===== config.mk =====
export PLATFORM = sky130hd
export DESIGN_NAME = asbl_host
export DESIGN_NICKNAME = d
export VERILOG_FILES = /design/src/asbl_pkg.sv /design/src/asbl_host.sv /design/src/asbl_counter.sv
export SDC_FILE = /design/constraint.sdc
export NUM_CORES = 1
export LEC_CHECK = 0
export BUFFER_PORTS_ARGS = -buffer_cell sky130_fd_sc_hd__buf_2
export CAP_MARGIN = 20
export CORE_MARGIN = 5
export CORE_UTILIZATION = 44
export CTS_CLUSTER_SIZE = 12
export DETAILED_ROUTE_END_ITERATION = 16
export GPL_ROUTABILITY_DRIVEN = 0
export PLACE_DENSITY = 0.75
export SYNTH_ARGS = -nofsm -noshare
export SYNTH_HDL_FRONTEND = slang
export SYNTH_SLANG_ARGS = --single-unit

===== constraint.sdc =====
create_clock -name clk_sys -period 2.4 [get_ports clk_sys]
set_clock_uncertainty 0.15 [all_clocks]
set_input_delay 0.48 -clock clk_sys [delete_from_list [all_inputs] [get_ports clk_sys]]
set_output_delay 0.48 -clock clk_sys [all_outputs]
set_load 0.005 [all_outputs]

===== src/asbl_pkg.sv =====
// Purpose: shared constants and types for the static memory host controller
// Assumes: 200 MHz system clock, 64K x 16 asynchronous memory
// Notes:   timings in ns, cycle counts derived from the clock period
package asbl_pkg;
	// ==========================================================
	// Geometry
	localparam int ADDR_W = 16;
	localparam int DATA_W = 16;
	localparam int LANE_W = 8;
	localparam int LANES  = 2;
	localparam int LOW_LANE = 0;
	localparam int UP_LANE  = 1;

	// ==========================================================
	// Timing, slower grade figures so both grades are met
	localparam int CLK_PERIOD_PS        = 5000;
	localparam int ADDR_ACCESS_NS       = 20;
	localparam int OE_ACCESS_NS         = 10;
	localparam int LANE_ACCESS_NS       = 10;
	localparam int WE_FLOAT_NS          = 8;
	localparam int DATA_SETUP_TO_WRITE_END_NS = 10;
	localparam int WRITE_STROBE_NS      = 12;
	localparam int OE_FLOAT_NS          = 8;
	localparam int PS_PER_NS            = 1000;

	function automatic int cyc_up(input int ns);
		return (ns * PS_PER_NS + CLK_PERIOD_PS - 1) / CLK_PERIOD_PS;
	endfunction

	localparam int READ_CYC  = cyc_up(ADDR_ACCESS_NS) + 1;
	localparam int FLOAT_CYC = cyc_up(OE_FLOAT_NS);
	localparam int SETUP_CYC = cyc_up(DATA_SETUP_TO_WRITE_END_NS);
	localparam int STROBE_CYC_RAW = cyc_up(WRITE_STROBE_NS);
	localparam int WRITE_CYC = (STROBE_CYC_RAW > FLOAT_CYC + SETUP_CYC) ?
		STROBE_CYC_RAW : FLOAT_CYC + SETUP_CYC;
	localparam int CNT_W = 4;

	// ==========================================================
	// Pin bundle toward the memory
	typedef struct packed {
		logic [ADDR_W-1:0] addr;
		logic              chip_sel_n;
		logic              out_en_n;
		logic              write_en_n;
		logic              upper_lane_strobe_n;
		logic              lower_lane_strobe_n;
	} asbl_pins_s;

	localparam logic [ADDR_W-1:0] ADDR_IDLE = 16'h0000;
	localparam logic [DATA_W-1:0] DATA_IDLE = 16'h0000;
	localparam logic [CNT_W-1:0]  CNT_ZERO  = 4'h0;
	localparam logic [CNT_W-1:0]  CNT_ONE   = 4'h1;
endpackage


===== src/asbl_host.sv =====
// Purpose: host controller that runs read and write cycles on a 64K x 16 static memory
// Assumes: memory pins are driven straight from flops; inputs synchronous to clk_sys
// Notes:   one request at a time; busy high from acceptance until done pulse
// Overview of operation
// - Write only while select, lane, write low
// - Write pulse covers float plus data setup
// - Never drive data while memory drives
// - Write enable stays high during reads
// - Address valid before select and lanes fall
// - Address valid long enough before write end
// - Select low long enough before write end
// - Lane enable low long enough before write end
// - Write data stable before write end
`timescale 1ns/1ps
module asbl_host #(
	parameter int ADDR_W = asbl_pkg::ADDR_W,
	parameter int DATA_W = asbl_pkg::DATA_W
) (
	input  wire logic                   clk_sys,
	input  wire logic                   nrst,
	input  wire logic                   req_valid,
	input  wire logic                   req_write,
	input  wire logic [ADDR_W-1:0]      req_addr,
	input  wire logic [DATA_W-1:0]      req_wdata,
	input  wire logic [1:0]             req_lanes,
	output logic                        busy,
	output logic                        done,
	output logic [DATA_W-1:0]           rdata,
	output asbl_pkg::asbl_pins_s        mem_pins,
	output logic [DATA_W-1:0]           mem_dq_out,
	output logic [1:0]                  mem_dq_oe,
	input  wire logic [DATA_W-1:0]      mem_dq_in
);
	// ==========================================================
	// Reset release
	logic rst_meta;
	logic rst_n;

	always_ff @(posedge clk_sys or negedge nrst)
	begin
		if (!nrst)
		begin
			rst_meta <= 1'b0;
			rst_n    <= 1'b0;
		end
		else
		begin
			rst_meta <= 1'b1;
			rst_n    <= rst_meta;
		end
	end

	// ==========================================================
	// Sequencer
	typedef enum logic [5:0] {
		ST_IDLE  = 6'b00_0001,
		ST_RADDR = 6'b00_0010,
		ST_RWAIT = 6'b00_0100,
		ST_WADDR = 6'b00_1000,
		ST_WPULSE = 6'b01_0000,
		ST_WEND  = 6'b10_0000
	} asbl_state_e;

	asbl_state_e state;
	asbl_state_e next_state;
	logic        phase_done;
	logic        phase_load;
	logic [asbl_pkg::CNT_W-1:0] phase_value;
	logic [1:0]  lanes;

	asbl_counter #(
		.W (asbl_pkg::CNT_W)
	) u_phase (
		.clk_sys (clk_sys),
		.rst_n   (rst_n),
		.load    (phase_load),
		.value   (phase_value),
		.done    (phase_done)
	);

	always_comb
	begin
		next_state  = state;
		phase_load  = 1'b0;
		phase_value = asbl_pkg::CNT_ZERO;
		case (state)
			ST_IDLE:
				if (req_valid)
					next_state = req_write ? ST_WADDR : ST_RADDR;
			ST_RADDR:
			begin
				// Address already on the pins, so access runs from select
				next_state  = ST_RWAIT;
				phase_load  = 1'b1;
				phase_value = asbl_pkg::CNT_W'(asbl_pkg::READ_CYC);
			end
			ST_RWAIT:
				if (phase_done)
					next_state = ST_IDLE;
			ST_WADDR:
			begin
				next_state  = ST_WPULSE;
				phase_load  = 1'b1;
				phase_value = asbl_pkg::CNT_W'(asbl_pkg::WRITE_CYC);
			end
			ST_WPULSE:
				if (phase_done)
					next_state = ST_WEND;
			ST_WEND:
				next_state = ST_IDLE;
			default:
				next_state = ST_IDLE;
		endcase
	end

	always_ff @(posedge clk_sys or negedge rst_n)
	begin
		if (!rst_n)
			state <= ST_IDLE;
		else
			state <= next_state;
	end

	// ==========================================================
	// Request capture
	always_ff @(posedge clk_sys or negedge rst_n)
	begin
		if (!rst_n)
		begin
			lanes      <= 2'b00;
			mem_dq_out <= asbl_pkg::DATA_IDLE;
		end
		else if (state == ST_IDLE && req_valid)
		begin
			lanes      <= req_lanes;
			mem_dq_out <= req_wdata;
		end
	end

	// ==========================================================
	// Strobes
	always_ff @(posedge clk_sys or negedge rst_n)
	begin
		if (!rst_n)
		begin
			mem_pins.chip_sel_n          <= 1'b1;
			mem_pins.out_en_n            <= 1'b1;
			mem_pins.write_en_n          <= 1'b1;
			mem_pins.upper_lane_strobe_n <= 1'b1;
			mem_pins.lower_lane_strobe_n <= 1'b1;
			mem_pins.addr                <= asbl_pkg::ADDR_IDLE;
		end
		else
		begin
			// Whole pin bundle has one writer; address leads strobes, holds to end
			if (state == ST_IDLE && req_valid)
				mem_pins.addr <= req_addr;
			// Select and lanes fall with address stable, stay to write end
			mem_pins.chip_sel_n <= !(next_state == ST_RWAIT || next_state == ST_WPULSE);
			mem_pins.lower_lane_strobe_n <= !((next_state == ST_RWAIT ||
				next_state == ST_WPULSE) && lanes[asbl_pkg::LOW_LANE]);
			mem_pins.upper_lane_strobe_n <= !((next_state == ST_RWAIT ||
				next_state == ST_WPULSE) && lanes[asbl_pkg::UP_LANE]);
			// Output enable only in reads, so writes never see memory drive
			mem_pins.out_en_n <= !(next_state == ST_RWAIT);
			// Write enable low only in the pulse, high through reads
			mem_pins.write_en_n <= !(next_state == ST_WPULSE);
		end
	end

	// ==========================================================
	// Data lane drive: on during the write pulse only
	always_ff @(posedge clk_sys or negedge rst_n)
	begin
		if (!rst_n)
			mem_dq_oe <= 2'b00;
		else if (next_state == ST_WPULSE)
			mem_dq_oe <= lanes;
		else
			mem_dq_oe <= 2'b00;
	end

	// ==========================================================
	// Answer
	always_ff @(posedge clk_sys or negedge rst_n)
	begin
		if (!rst_n)
		begin
			rdata <= asbl_pkg::DATA_IDLE;
			done  <= 1'b0;
			busy  <= 1'b0;
		end
		else
		begin
			done <= (state == ST_RWAIT && phase_done) || state == ST_WEND;
			busy <= (next_state != ST_IDLE);
			// Sample before strobes rise; unselected lanes read as zero
			if (state == ST_RWAIT && phase_done)
				rdata <= mem_dq_in & {{asbl_pkg::LANE_W{lanes[asbl_pkg::UP_LANE]}},
					{asbl_pkg::LANE_W{lanes[asbl_pkg::LOW_LANE]}}};
		end
	end
endmodule


===== src/asbl_counter.sv =====
// Purpose: down counter that times one memory phase
// Assumes: load and count are never asserted together with reset
// Notes:   done is high while the count is zero
`timescale 1ns/1ps
module asbl_counter #(
	parameter int W = 4
) (
	input  wire logic         clk_sys,
	input  wire logic         rst_n,
	input  wire logic         load,
	input  wire logic [W-1:0] value,
	output logic              done
);
	logic [W-1:0] count;

	always_ff @(posedge clk_sys or negedge rst_n)
	begin
		if (!rst_n)
			count <= '0;
		else if (load)
			count <= value;
		else if (count != '0)
			count <= count - 1'b1;
	end

	assign done = (count == '0);
endmodule


==> results.txt, run 1 <==
- Among cell families on the critical path, the largest total delay comes from simple AND/OR/NAND/NOR gates.
- Setup repair after global routing missed its margin: no
* Final hold violation count: 0
- After detailed routing, the average wire length per cell comes to 15.03 um.
* Total buffers and inverters traversed by the critical path: 1
- Number of buffers added by the clock tree synthesis step: 9
- The smallest clock period supported by the final layout is computed as 2.106 ns.
* Cells after synthesis: 239
- Worst slew margin: 52.82%
* Syn nets: 294
- Critical path peak fanout: 20
- In this run, post-CTS repair resized a total of 0 instances.
* Clock latency of the later-clocked register in the worst-skew pair: 0.34 ns
* Worst-path clk slew: 0.08 ns
- The via count of the first global-routing pass was 2313.
- Number of design rule violations left after detail routing: 0
- The root buffer cell chosen for the clock tree is clkbuf_8.
- The share of total power dissipated in the clock network is 22.0%.
- The first global-routing pass estimated 10830 um of wire.
* Classification of the worst-slack hold path: reg2async
- Sequential share of power: 42.2%
- Combined global-route utilization of all metal layers: 16.04%
* Max-slew violation total from the final report: 0
- Summed over all nets, the switching power comes to 1.548 mW.
- Flops & latches, synth: 71
- Sum of overflow across all layers after global routing: 0
- In this run the core area contains 30 standard-cell rows.
- Net switching fraction of the power: 32.49%
- The mapped netlist covers 2990 um2.
- Clock tree sinks: 71
* Starting DRC count in detailed routing: 101
- In this design, the stage delay of the slowest critical-path cell is 0.66 ns.
* Via/cell ratio: 5.092
- The synthesized netlist contains 44 unique library cells.
- Wire length after detailed routing: 6538 um
- The H-tree generated during clock tree synthesis spans 3 levels.
- Growth of design area from synthesis to finish: 27.70%
- The signal on the critical path passes through inv_1, ha_1, or3b_2, a32oi_1, nor2b_1.
* Core Area: 6719 um2
* Die area: 8545 um2
* Capturing element type of the critical path: register
* Total negative slack for setup checks: 0 ns
- For the worst setup path, the data arrival time is 2.16 ns.
* HPWL after detailed placement: 4754 um
- In this run, the combinational gates consume 35.8% of the power.
- TritonCTS built the clock tree.
* Post-CTS setup repair buffer count: 0
- The design draws 4.766 mW.
- Internal portion of total power: 3.218 mW
- The first detailed-routing pass took 4 iterations.
- The critical path in this run is classified as reg2reg.
- For the pin with the worst max-slew slack, the measured transition is 0.7077 ns.
* Run status: completed
* Routed vias: 2215
- Of the cells placed in the final design, the portion with a size suffix greater than 1 is 50.70%.
- Leakage Power: 1.747 nW
- For this run, the number of Yosys warnings is 0.
- Width of the die: 92.44 um
- Once the floorplan was initialized, standard cells occupied 44.51% of the core.
* Critical path's slowest cell: or3b_2
- Max IR drop VDD: 0.0004845 V
* Boundary pin count: 111
- Antenna Nets Post-Route: 0
- Maximum buffer depth of the clock tree: 2
- # setup viols final: 0
- For this design the ratio of total power to cell area is 1248 nW/um2.
- Period utilization: 87.75%
- Largest net degree at the start of global routing: 42
- Maxcap violations: 0
* Element type at the critical path start: register
- Endpoint required time on the critical path: 2.46 ns
* Number of input and output port buffers inserted: 110
- The initial antenna violation count is 0.
- Sequential element share of the synthesized area: 59.67%
- # nets final: 405
- The repair_antennas step left the layout with diodes totalling 0.
* Die H: 92.44 um
- For this run, the share of the core covered by cells in the final layout is 56.83%.
* Syn avg cell area: 12.51 um2
* Max Clock Freq: 474.8 MHz
## worst paths after layout
kind / from / to / slack [ns] / depth (start not counted)
min in group clk_sys: req_write / state[1]$_DFF_PN0_ / 0.16 / 2
worst min-delay path: rst_n$_DFF_PN0_ / mem_pins[9]$_DFFE_PN0P_ / 0.12 / 1
worst min register to register: rst_n$_DFF_PN0_ / mem_pins[9]$_DFFE_PN0P_ / 0.12 / 1
worst max-delay path: u_phase.count[0]$_DFFE_PN0P_ / mem_dq_oe[1]$_DFF_PN0_ / 0.29 / 5
max in group asynchronous: rst_n$_DFF_PN0_ / mem_pins[3]$_DFF_PN1_ / 1.52 / 1
worst max register to register: u_phase.count[0]$_DFFE_PN0P_ / mem_dq_oe[1]$_DFF_PN0_ / 0.29 / 5
## layout make-up
cell class / instances / area [um2]
Clock buffer: 11 / 141.4
Clock inverter: 5 / 81.33
Multi-Input combinational cell: 147 / 1090
Timing Repair Buffer: 117 / 605.6
Sequential cell: 71 / 1785
Inverter: 4 / 15.01
Fill cell: 586 / 2900
Tap cell: 80 / 100.1
## synthesized netlist by cell type
master     n  area share [%]
ha_1       1            0.42
buf_6      2            0.75
a21oi_1    3            0.50
and2b_1    1            0.25
nor3_1     5            0.84
nor2_1    11             1.4
xnor2_1    2            0.59
nand2_1   21             2.6
nor4b_4    1            0.79
o221ai_1   1            0.29
nor3b_1    4             1.0
inv_1      4            0.50
o21ai_1    9             1.5
a22o_1     1            0.29
and2_1     1            0.21
o31ai_1   18             4.5
a211o_1    1            0.29
buf_1      1            0.13
nor4_1     2            0.42
a211oi_1   1            0.25
o21ai_0    9             1.5
nor4bb_1   1            0.33
clkbuf_1   6            0.75
dfstp_2    6             5.3
or4_4      1            0.38
nor2b_1    5             1.0
nor3b_2    1            0.42
nand2b_1   1            0.21
buf_2      6             1.0
nand3_1    1            0.17
or3b_2     1            0.29
nand3_2    1            0.33
buf_4      1            0.25
dfrtp_1   65              54
and4bb_2   1            0.42
mux2i_1    2            0.67
a32oi_1    1            0.29
conb_1     1            0.13
mux2_2    34              13
o221a_2    1            0.38
o21a_1     1            0.25
nor3_2     1            0.33
xor2_1     1            0.29
buf_8      1            0.50
## worst reg2reg max path, stage by stage (launching register included)
cell and delay (ns):
dfrtp_1 0.38, inv_1 0.09, ha_1 0.22, or3b_2 0.66, a32oi_1 0.39, nor2b_1 0.08
## sequential cells by signal, indices dropped and copies added (netlist names)
signal,count
rdata,16
u_phase.count,4
done,1
rst_meta,1
mem_dq_oe,2
state,6
mem_pins,21
rst_n,1
busy,1
mem_dq_out,16
lanes,2
## cells in the final DEF (no fill, tap or decap), types with 6 or more instances in the layout
cell	count
buf_2	110
dfrtp_1	64
mux2_2	34
nand2_1	21
o31ai_1	18
nor2_1	11
clkbuf_8	10
o21ai_0	9
o21ai_1	9
dfstp_2	6
buf_4	6
## power by group through the flow
stage	clock network, mW	logic (mW)	registers (mW)
5_1_grt	1.14	1.90	2.08
2_1_floorplan	0	1.23	1.94
3_5_place_dp	0	1.73	2.03
4_1_cts	1.08	1.74	2.01
6_report	1.05	1.71	2.01
3_3_place_gp	0	1.69	2.02
## logic make-up (layout without fill, tap and decap cells)
group | Yosys count | after routing | share of synthesized area [%]
AO/OA/AOI/OAI | 46 | 46 | 10.08
XOR/XNOR | 3 | 3 | 0.8788
adder cells (fa/ha/maj) | 1 | 1 | 0.4183
buffers and inverters | 21 | 137 | 3.891
flip-flops | 71 | 71 | 59.67
multiplexers | 36 | 36 | 13.47
other | 1 | 1 | 0.1254
AND/OR/NAND/NOR | 60 | 60 | 11.46
## through the flow
| stage | hold WS, ns | setup WS [ns] | cells | instance area, um2 |
|---|---|---|---|---|
| final | 0.1241 | 0.2940 | 435 | 3819 |
| after CTS | 0.1416 | 0.2990 | 435 | 3819 |
| after global routing | 0.1437 | 0.1504 | 435 | 3819 |
| after floorplan | 0.03441 | 0.1369 | 239 | 2990 |
| after global placement | 0.1197 | 0.3720 | 418 | 3586 |
| after detailed placement | 0.1214 | 0.3203 | 418 | 3586 |
## routing by layer
| layer | wire [um] | vias up | track usage (%) |
|---|---|---|---|
| met5 | 0 | - | 0 |
| met4 | 66 | 0 | 6.683 |
| met3 | 452 | 7 | 4.305 |
| met2 | 3239 | 74 | 27.13 |
| met1 | 2780 | 1069 | 19.27 |
| li1 | - | 1065 | - |
## what timing repair did
| item | 4_1_cts | 5_1_grt |
|---|---|---|
| hold buffers | 1 | 0 |
| setup endpoints to repair | 0 | 0 |
| hold endpoints to repair | 2 | 0 |
Note: power is estimated with default switching activity, not from simulation.
==> run 2, diff against run 1 <==
- CORE_ASPECT_RATIO: default -> 0.7
- GPL_TIMING_DRIVEN: default -> 0
==> results.txt, run 2 (synthesized netlist as in run 1, its figures left out) <==
- Growth of design area from synthesis to finish: 27.95%
* Boundary pin count: 111
* Antenna cells: 0
- Most common cell after layout, fill and taps aside: buf_2
* Via/cell ratio: 5.004
- Across all register-to-register paths, the minimum setup slack is 0.19 ns.
- For this run, design rule violations remaining after detail routing come to 0.
* Global-route wire length before repair: 11360 um
* Via count of the first global-routing pass: 2444
- The tree is rooted in a clkbuf_8.
- Maximum buffer depth of the clock tree: 2
- Element type at the critical path start: register
* Setup repair after global routing missed its margin: no
- Counting cells, the worst reg-to-reg path comes to 6.
- At the later pin of the worst-skew pair, clock insertion delay measures 0.34 ns.
- The worst setup path is of the reg2reg kind.
- Before antenna repair, the detailed router went through 4 iterations.
- Die H: 78.98 um
- OpenSTA, run right after detailed placement, puts the worst setup slack at 0.09390 ns.
* Arrival time at the worst endpoint: 2.31 ns
- Buffers inserted during clock tree synthesis total 9.
* # nets final: 415
- Ranked by flip-flop count, first place goes to mem_pins.
- Summed over all nets, the switching power comes to 1.578 mW.
- Clock tree synthesis found a total of 71 sinks.
- Post-DR wirelength/cell: 14.73 um
- The post-route netlist has 49.86% of its cells at a drive strength greater than 1.
- Worst-path clk slew: 0.07 ns
* Fill cell count: 631
- In this run the worst setup path begins at u_phase.count[0]$_DFFE_PN0P_.
* Count of cells resized by post-cts repair: 0
- Critical path peak fanout: 10
* Site row count: 25
- Antenna Nets Post-Route: 0
* Post-CTS setup repair buffer count: 0
* Sum of overflow across all layers after global routing: 0
- Summed over all cells, the static leakage comes to 1.743 nW.
- Critical Path Sink: rdata[12]$_DFFE_PN0P_
- Antenna violations before repair: 0
- Combined global-route utilization of all metal layers: 17.04%
* Total Power: 4.623 mW
* Highest-count cells in the layout ignoring fill and taps: buf_2 (116), dfrtp_1 (64), mux2_2 (34)
- Largest regs: mem_pins (21), mem_dq_out (16), rdata (16)
* Max Clock Freq: 453.3 MHz
- Of the total power, combinational logic draws 41.7%.
- IR analysis of the VDD net gives a maximum drop of 0.0005904 V.
- The register with the most flip-flops in the layout has 21 of them.
* Period utilization: 91.92%
* Maximum level of the CTS H-tree: 3
* Max-slew violation total from the final report: 0
- Routed vias: 2297
- For this block, the initial DRC count from the detailed router was 62.
- The internal power of the cells totals 3.044 mW.
- In this run the horizontal extent of the chip is 108.5 um.
- Number of input and output port buffers inserted: 110
- Across the run, the number of max-cap violations was 0.
* Sequential share of power: 41.1%
- At the pin with the least slew margin, the transition time is 0.8747 ns.
- The run finished with clean final reports.
* Final hold violation count: 0
* Largest net degree at the start of global routing: 70
- Wires add up to 6760 um.
- Core Area: 6694 um2
* Least setup slack across all paths after layout: 0.1938 ns
- HPWL after detailed placement: 4866 um
* Endpoint required time on the critical path: 2.50 ns
- Die area: 8572 um2
- Worst slew margin: 41.68%
* Pwr Density: 1208 nW/um2
- Capture point of the worst reg-to-reg path: rdata[12]$_DFFE_PN0P_
* Net switching fraction of the power: 34.14%
- TritonCTS clock tree: yes
* Clk pwr share: 17.2%
* Min Clock Period, post-route: 2.206 ns
- # setup viols final: 0
* Initial core utilization: 44.67%
- Classification of the worst-slack hold path: in2reg
* Reg-to-reg startpoint: u_phase.count[0]$_DFFE_PN0P_
* Capturing element type of the critical path: register
## run 2: cell types whose count changed in the layout (fill, tap and decap cells not counted)
cell	before	now
buf_1	0	1
buf_2	110	116
buf_4	6	1
buf_6	0	2
buf_8	0	1
bufinv_16	2	0
clkbuf_1	1	8
clkbuf_8	10	9
clkinv_2	1	3
clkinv_4	1	0
dfrtp_2	1	0
dfrtp_4	0	1
## run 2: worst min-delay path by stage
stage                          from            endpoint  cells past startpoint
after floorplan                nrst  rst_meta$_DFF_PN0_                      0
after global placement         nrst  rst_meta$_DFF_PN0_                      1
after detailed placement       nrst  rst_meta$_DFF_PN0_                      1
after CTS                 req_write  state[1]$_DFF_PN0_                      2
after global routing      req_write  state[1]$_DFF_PN0_                      2
final                     req_write  state[1]$_DFF_PN0_                      2
## run 2: worst max-delay path, stage by stage (launching register included)
cell and delay (ns):
dfrtp_1 0.38, inv_1 0.09, ha_1 0.22, nor3b_2 0.43
nand3_1 0.32, clkbuf_1 0.31, o21ai_1 0.21
## run 2: layer usage
metal / vias up / track usage, % / share of wire [%]
li1: 1087 / - / -
met3: 6 / 8.692 / 12
met5: - / 0 / 0
met2: 100 / 26.02 / 44
met1: 1104 / 20.35 / 43
met4: 0 / 7.062 / 0.84
## run 2: cell type report
type,instances,area [um2],area share (%)
timing repair buffer,111,560.5,14.65
clock buffer,12,135.1,3.532
inverter,4,15.01,0.3924
clock inverter,4,22.52,0.5886
multi-input combinational,147,1090,28.48
sequential,71,1788,46.73
buffer,16,97.59,2.551
tap,94,117.6,3.074
## run 2: through the flow
stage / instances / utilization [%] / TNS [ns] / hold slack [ns] / instance area (um2)
finish: 459 / 57.16 / 0 / 0.1537 / 3826
detailed placement: 443 / 54.71 / 0 / 0.1193 / 3662
floorplan: 239 / - / 0 / 0.03441 / 2990
global placement: 443 / 54.65 / -40.75 / 0.1163 / 3659
global route: 459 / 57.16 / 0 / 0.1356 / 3826
CTS: 460 / 57.22 / 0 / 0.1267 / 3830
## run 2: power groups by stage
stage	logic, mW	registers [mW]	clock network [mW]
2_1_floorplan	1.23	1.94	0
3_3_place_gp	1.89	1.90	0
3_5_place_dp	1.95	1.92	0
4_1_cts	1.96	1.90	0.835
5_1_grt	2.14	1.96	0.896
6_report	1.93	1.90	0.794
## run 2: timing repair
action                                  CTS  global route
endpoints found under the hold margin     2             0
hold buffers                              1             0
endpoints found under the setup margin    0             5
==> run 3, diff against run 2 <==
- CORE_ASPECT_RATIO: 0.7 -> 2
==> results.txt, run 3 (synthesized netlist as in run 1, its figures left out) <==
* Cell at the root of the clock tree: clkbuf_16
* First-pass DRT Iterations: 4
- The initial utilization of the core area, before any placement, comes to 45.16%.
* Max IR drop VDD: 0.0007184 V
- Max-slew violation total from the final report: 0
- Final hold violation count: 0
* Sequential share of power: 37.5%
- Summed over all nets, the half-perimeter wirelength after detailed placement is 5369 um.
* Capture point of the worst reg-to-reg path: rdata[5]$_DFFE_PN0P_
- Post-CTS setup repair buffer count: 0
- The net count of the finished layout is 415.
- More flip-flops sit in one register than any other, and that register is mem_pins.
- Fill cell count: 582
* Endpoint required time on the critical path: 2.48 ns
* Cell chain of the critical path: inv_1, ha_1, nor3b_4, nand3_1, clkbuf_1, o21ai_0
- In the layout the commonest cells are buf_2 (116), dfrtp_1 (64), mux2_2 (34).
- In this run the number of H-tree levels came out at 3.
- The clock drives 71 sinks.
* Sum of overflow across all layers after global routing: 0
- Run status: completed
* Worst-path clk slew: 0.05 ns
* Largest net degree at the start of global routing: 70
- Number of input and output port buffers inserted: 110
- Site row count: 42
- The tool flagged a number of max-cap violations equal to 0.
* Internal portion of total power: 3.510 mW
- In the final routed layout, each cell accounts on average for 15.11 um.
- Worst Max-Slew Pin Slew: 0.8426 ns
* # setup viols final: 0
* Net switching fraction of the power: 31.21%
- Across all register-to-register paths, the minimum setup slack is 0.24 ns.
- Pwr Density: 1289 nW/um2
* Combined global-route utilization of all metal layers: 17.10%
* Max Clock Freq: 463.6 MHz
- Most common cell after layout, fill and taps aside: buf_2
* Number of design rule violations left after detail routing: 0
* Combinational share of power: 37.6%
- Growth of design area from synthesis to finish: 32.39%
- Die area: 8645 um2
- Via/cell ratio: 5.011
* Width of the die: 68.30 um
- The detail route stage leaves a number of antenna-violating nets equal to 0.
- Storage cell area: 1788 um2
* Setup repair after global routing missed its margin: no
* Reg-to-reg startpoint: u_phase.count[0]$_DFFE_PN0P_
- The longest clock path from root to sink contains 2 buffers.
* Wire length after detailed routing: 6843 um
* Capturing element type of the critical path: register
- Antenna violations before repair: 0
* Critical path's slowest cell: dfrtp_1
* Starting DRC count in detailed routing: 73
* Critical hold path startpoint: req_write
- Timing analysis after detailed placement gives a worst setup slack of 0.08623 ns.
- During I/O placement, the number of pins put on the boundary was 111.
- Worst-case reg-to-reg path depth: 6
- TritonCTS clock tree: yes
* Classification of the worst-slack hold path: in2reg
* Startpoint of the most critical setup path: u_phase.count[0]$_DFFE_PN0P_
- The critical path is of the reg2reg type.
- Total Power: 5.102 mW
- Number of buffers added by the clock tree synthesis step: 9
* Least setup slack across all paths after layout: 0.2431 ns
- Core Area: 6621 um2
* Share of final-layout standard cells stronger than drive strength 1: 50.14%
- Of all nets on the critical path, the largest fanout is 10.
- Sw power: 1.592 mW
- The via count of the first global-routing pass is 2381.
* Largest regs: mem_pins (21), mem_dq_out (16), rdata (16)
* Period utilization: 89.87%
- The first global-routing pass estimated 11050 um of wire.
* Flip-flop count of the largest register, all copies and words added: 21
* Leakage Power: 1.810 nW
* Delay contributed by the slowest stage of the critical path: 0.38 ns
* Arrival time at the worst endpoint: 2.24 ns
- Routed vias: 2270
- The floorplan step set the die height to 126.6 um.
- Total area of multi-input combinational cells: 1096 um2
- Counting I/O delays and the setup requirement, the final critical path takes 2.157 ns.
* Clk pwr share: 24.9%
- Number of cells in the design after placement: 437
- The number of antenna diodes in the final layout is 0.
- Headroom to the max-slew limit came out at 43.82%.
* Utilization after layout: 59.79%
- Post-route insts no fill: 453
- Following the worst setup path forward leads to its endpoint at rdata[5]$_DFFE_PN0P_.
- Element type at the critical path start: register
* Clock latency of the later-clocked register in the worst-skew pair: 0.32 ns
-- run 3: cell types whose count changed in the layout (fill, tap and decap cells not counted), sizes merged --
cell and change:
clkinvlp -1, bufinv +1
-- run 3: routing by layer --
metal  vias to the layer above  GRT usage (%)  wire length [um]
met3                        13          5.310               467
met5                         -              0                 0
met4                         0          8.910               172
li1                       1093              -                 -
met2                        76          29.92              3841
met1                      1088          17.33              2362
-- run 3: worst max-delay path: cells and delay by family (launching register included) --
kind / cells / cell delay, ns
AO/OA/AOI/OAI: 1 / 0.25
adder cells (fa/ha/maj): 1 / 0.23
AND/OR/NAND/NOR: 2 / 0.67
flip-flops: 1 / 0.38
buffers and inverters: 2 / 0.39
-- run 3: metrics by stage --
| step | instance area (um2) | setup TNS (ns) | hold slack (ns) |
|---|---|---|---|
| 2_1_floorplan | 2990 | 0 | 0.03441 |
| 3_3_place_gp | 3651 | -34.72 | 0.1164 |
| 3_5_place_dp | 3655 | 0 | 0.1198 |
| 4_1_cts | 3956 | 0 | 0.1555 |
| 5_1_grt | 3959 | 0 | 0.1734 |
| 6_report | 3959 | 0 | 0.1691 |
-- run 3: how the worst min path moves through the flow --
stage,endpoint,cells past startpoint
2_1_floorplan,rst_meta$_DFF_PN0_,0
3_3_place_gp,rst_meta$_DFF_PN0_,1
3_5_place_dp,rst_n$_DFF_PN0_,1
4_1_cts,state[1]$_DFF_PN0_,2
5_1_grt,state[1]$_DFF_PN0_,2
6_report,state[1]$_DFF_PN0_,2
-- run 3: repair_timing --
| action | in CTS | in global routing |
|---|---|---|
| gates resized for setup | 0 | 1 |
| hold buffers | 1 | 0 |
| endpoints found under the hold margin | 2 | 0 |
| setup endpoints to repair | 0 | 8 |
-- run 3: final cells by class --
cell class | count | share of cell area, %
tap | 88 | 2.781
multi-input combinational | 147 | 27.69
clock inverter | 4 | 1.138
clock buffer | 12 | 6.226
buffer | 16 | 2.465
inverter | 4 | 0.3793
sequential | 71 | 45.16
timing repair buffer | 111 | 14.16
-- run 3: power groups by stage --
stage               combinational [mW]  clock, mW  sequential (mW)
floorplan                         1.23          0             1.94
global placement                  1.90          0             1.90
detailed placement                1.95          0             1.93
CTS                               1.96       1.31             1.92
global route                      2.12       1.36             1.98
finish                            1.92       1.27             1.91
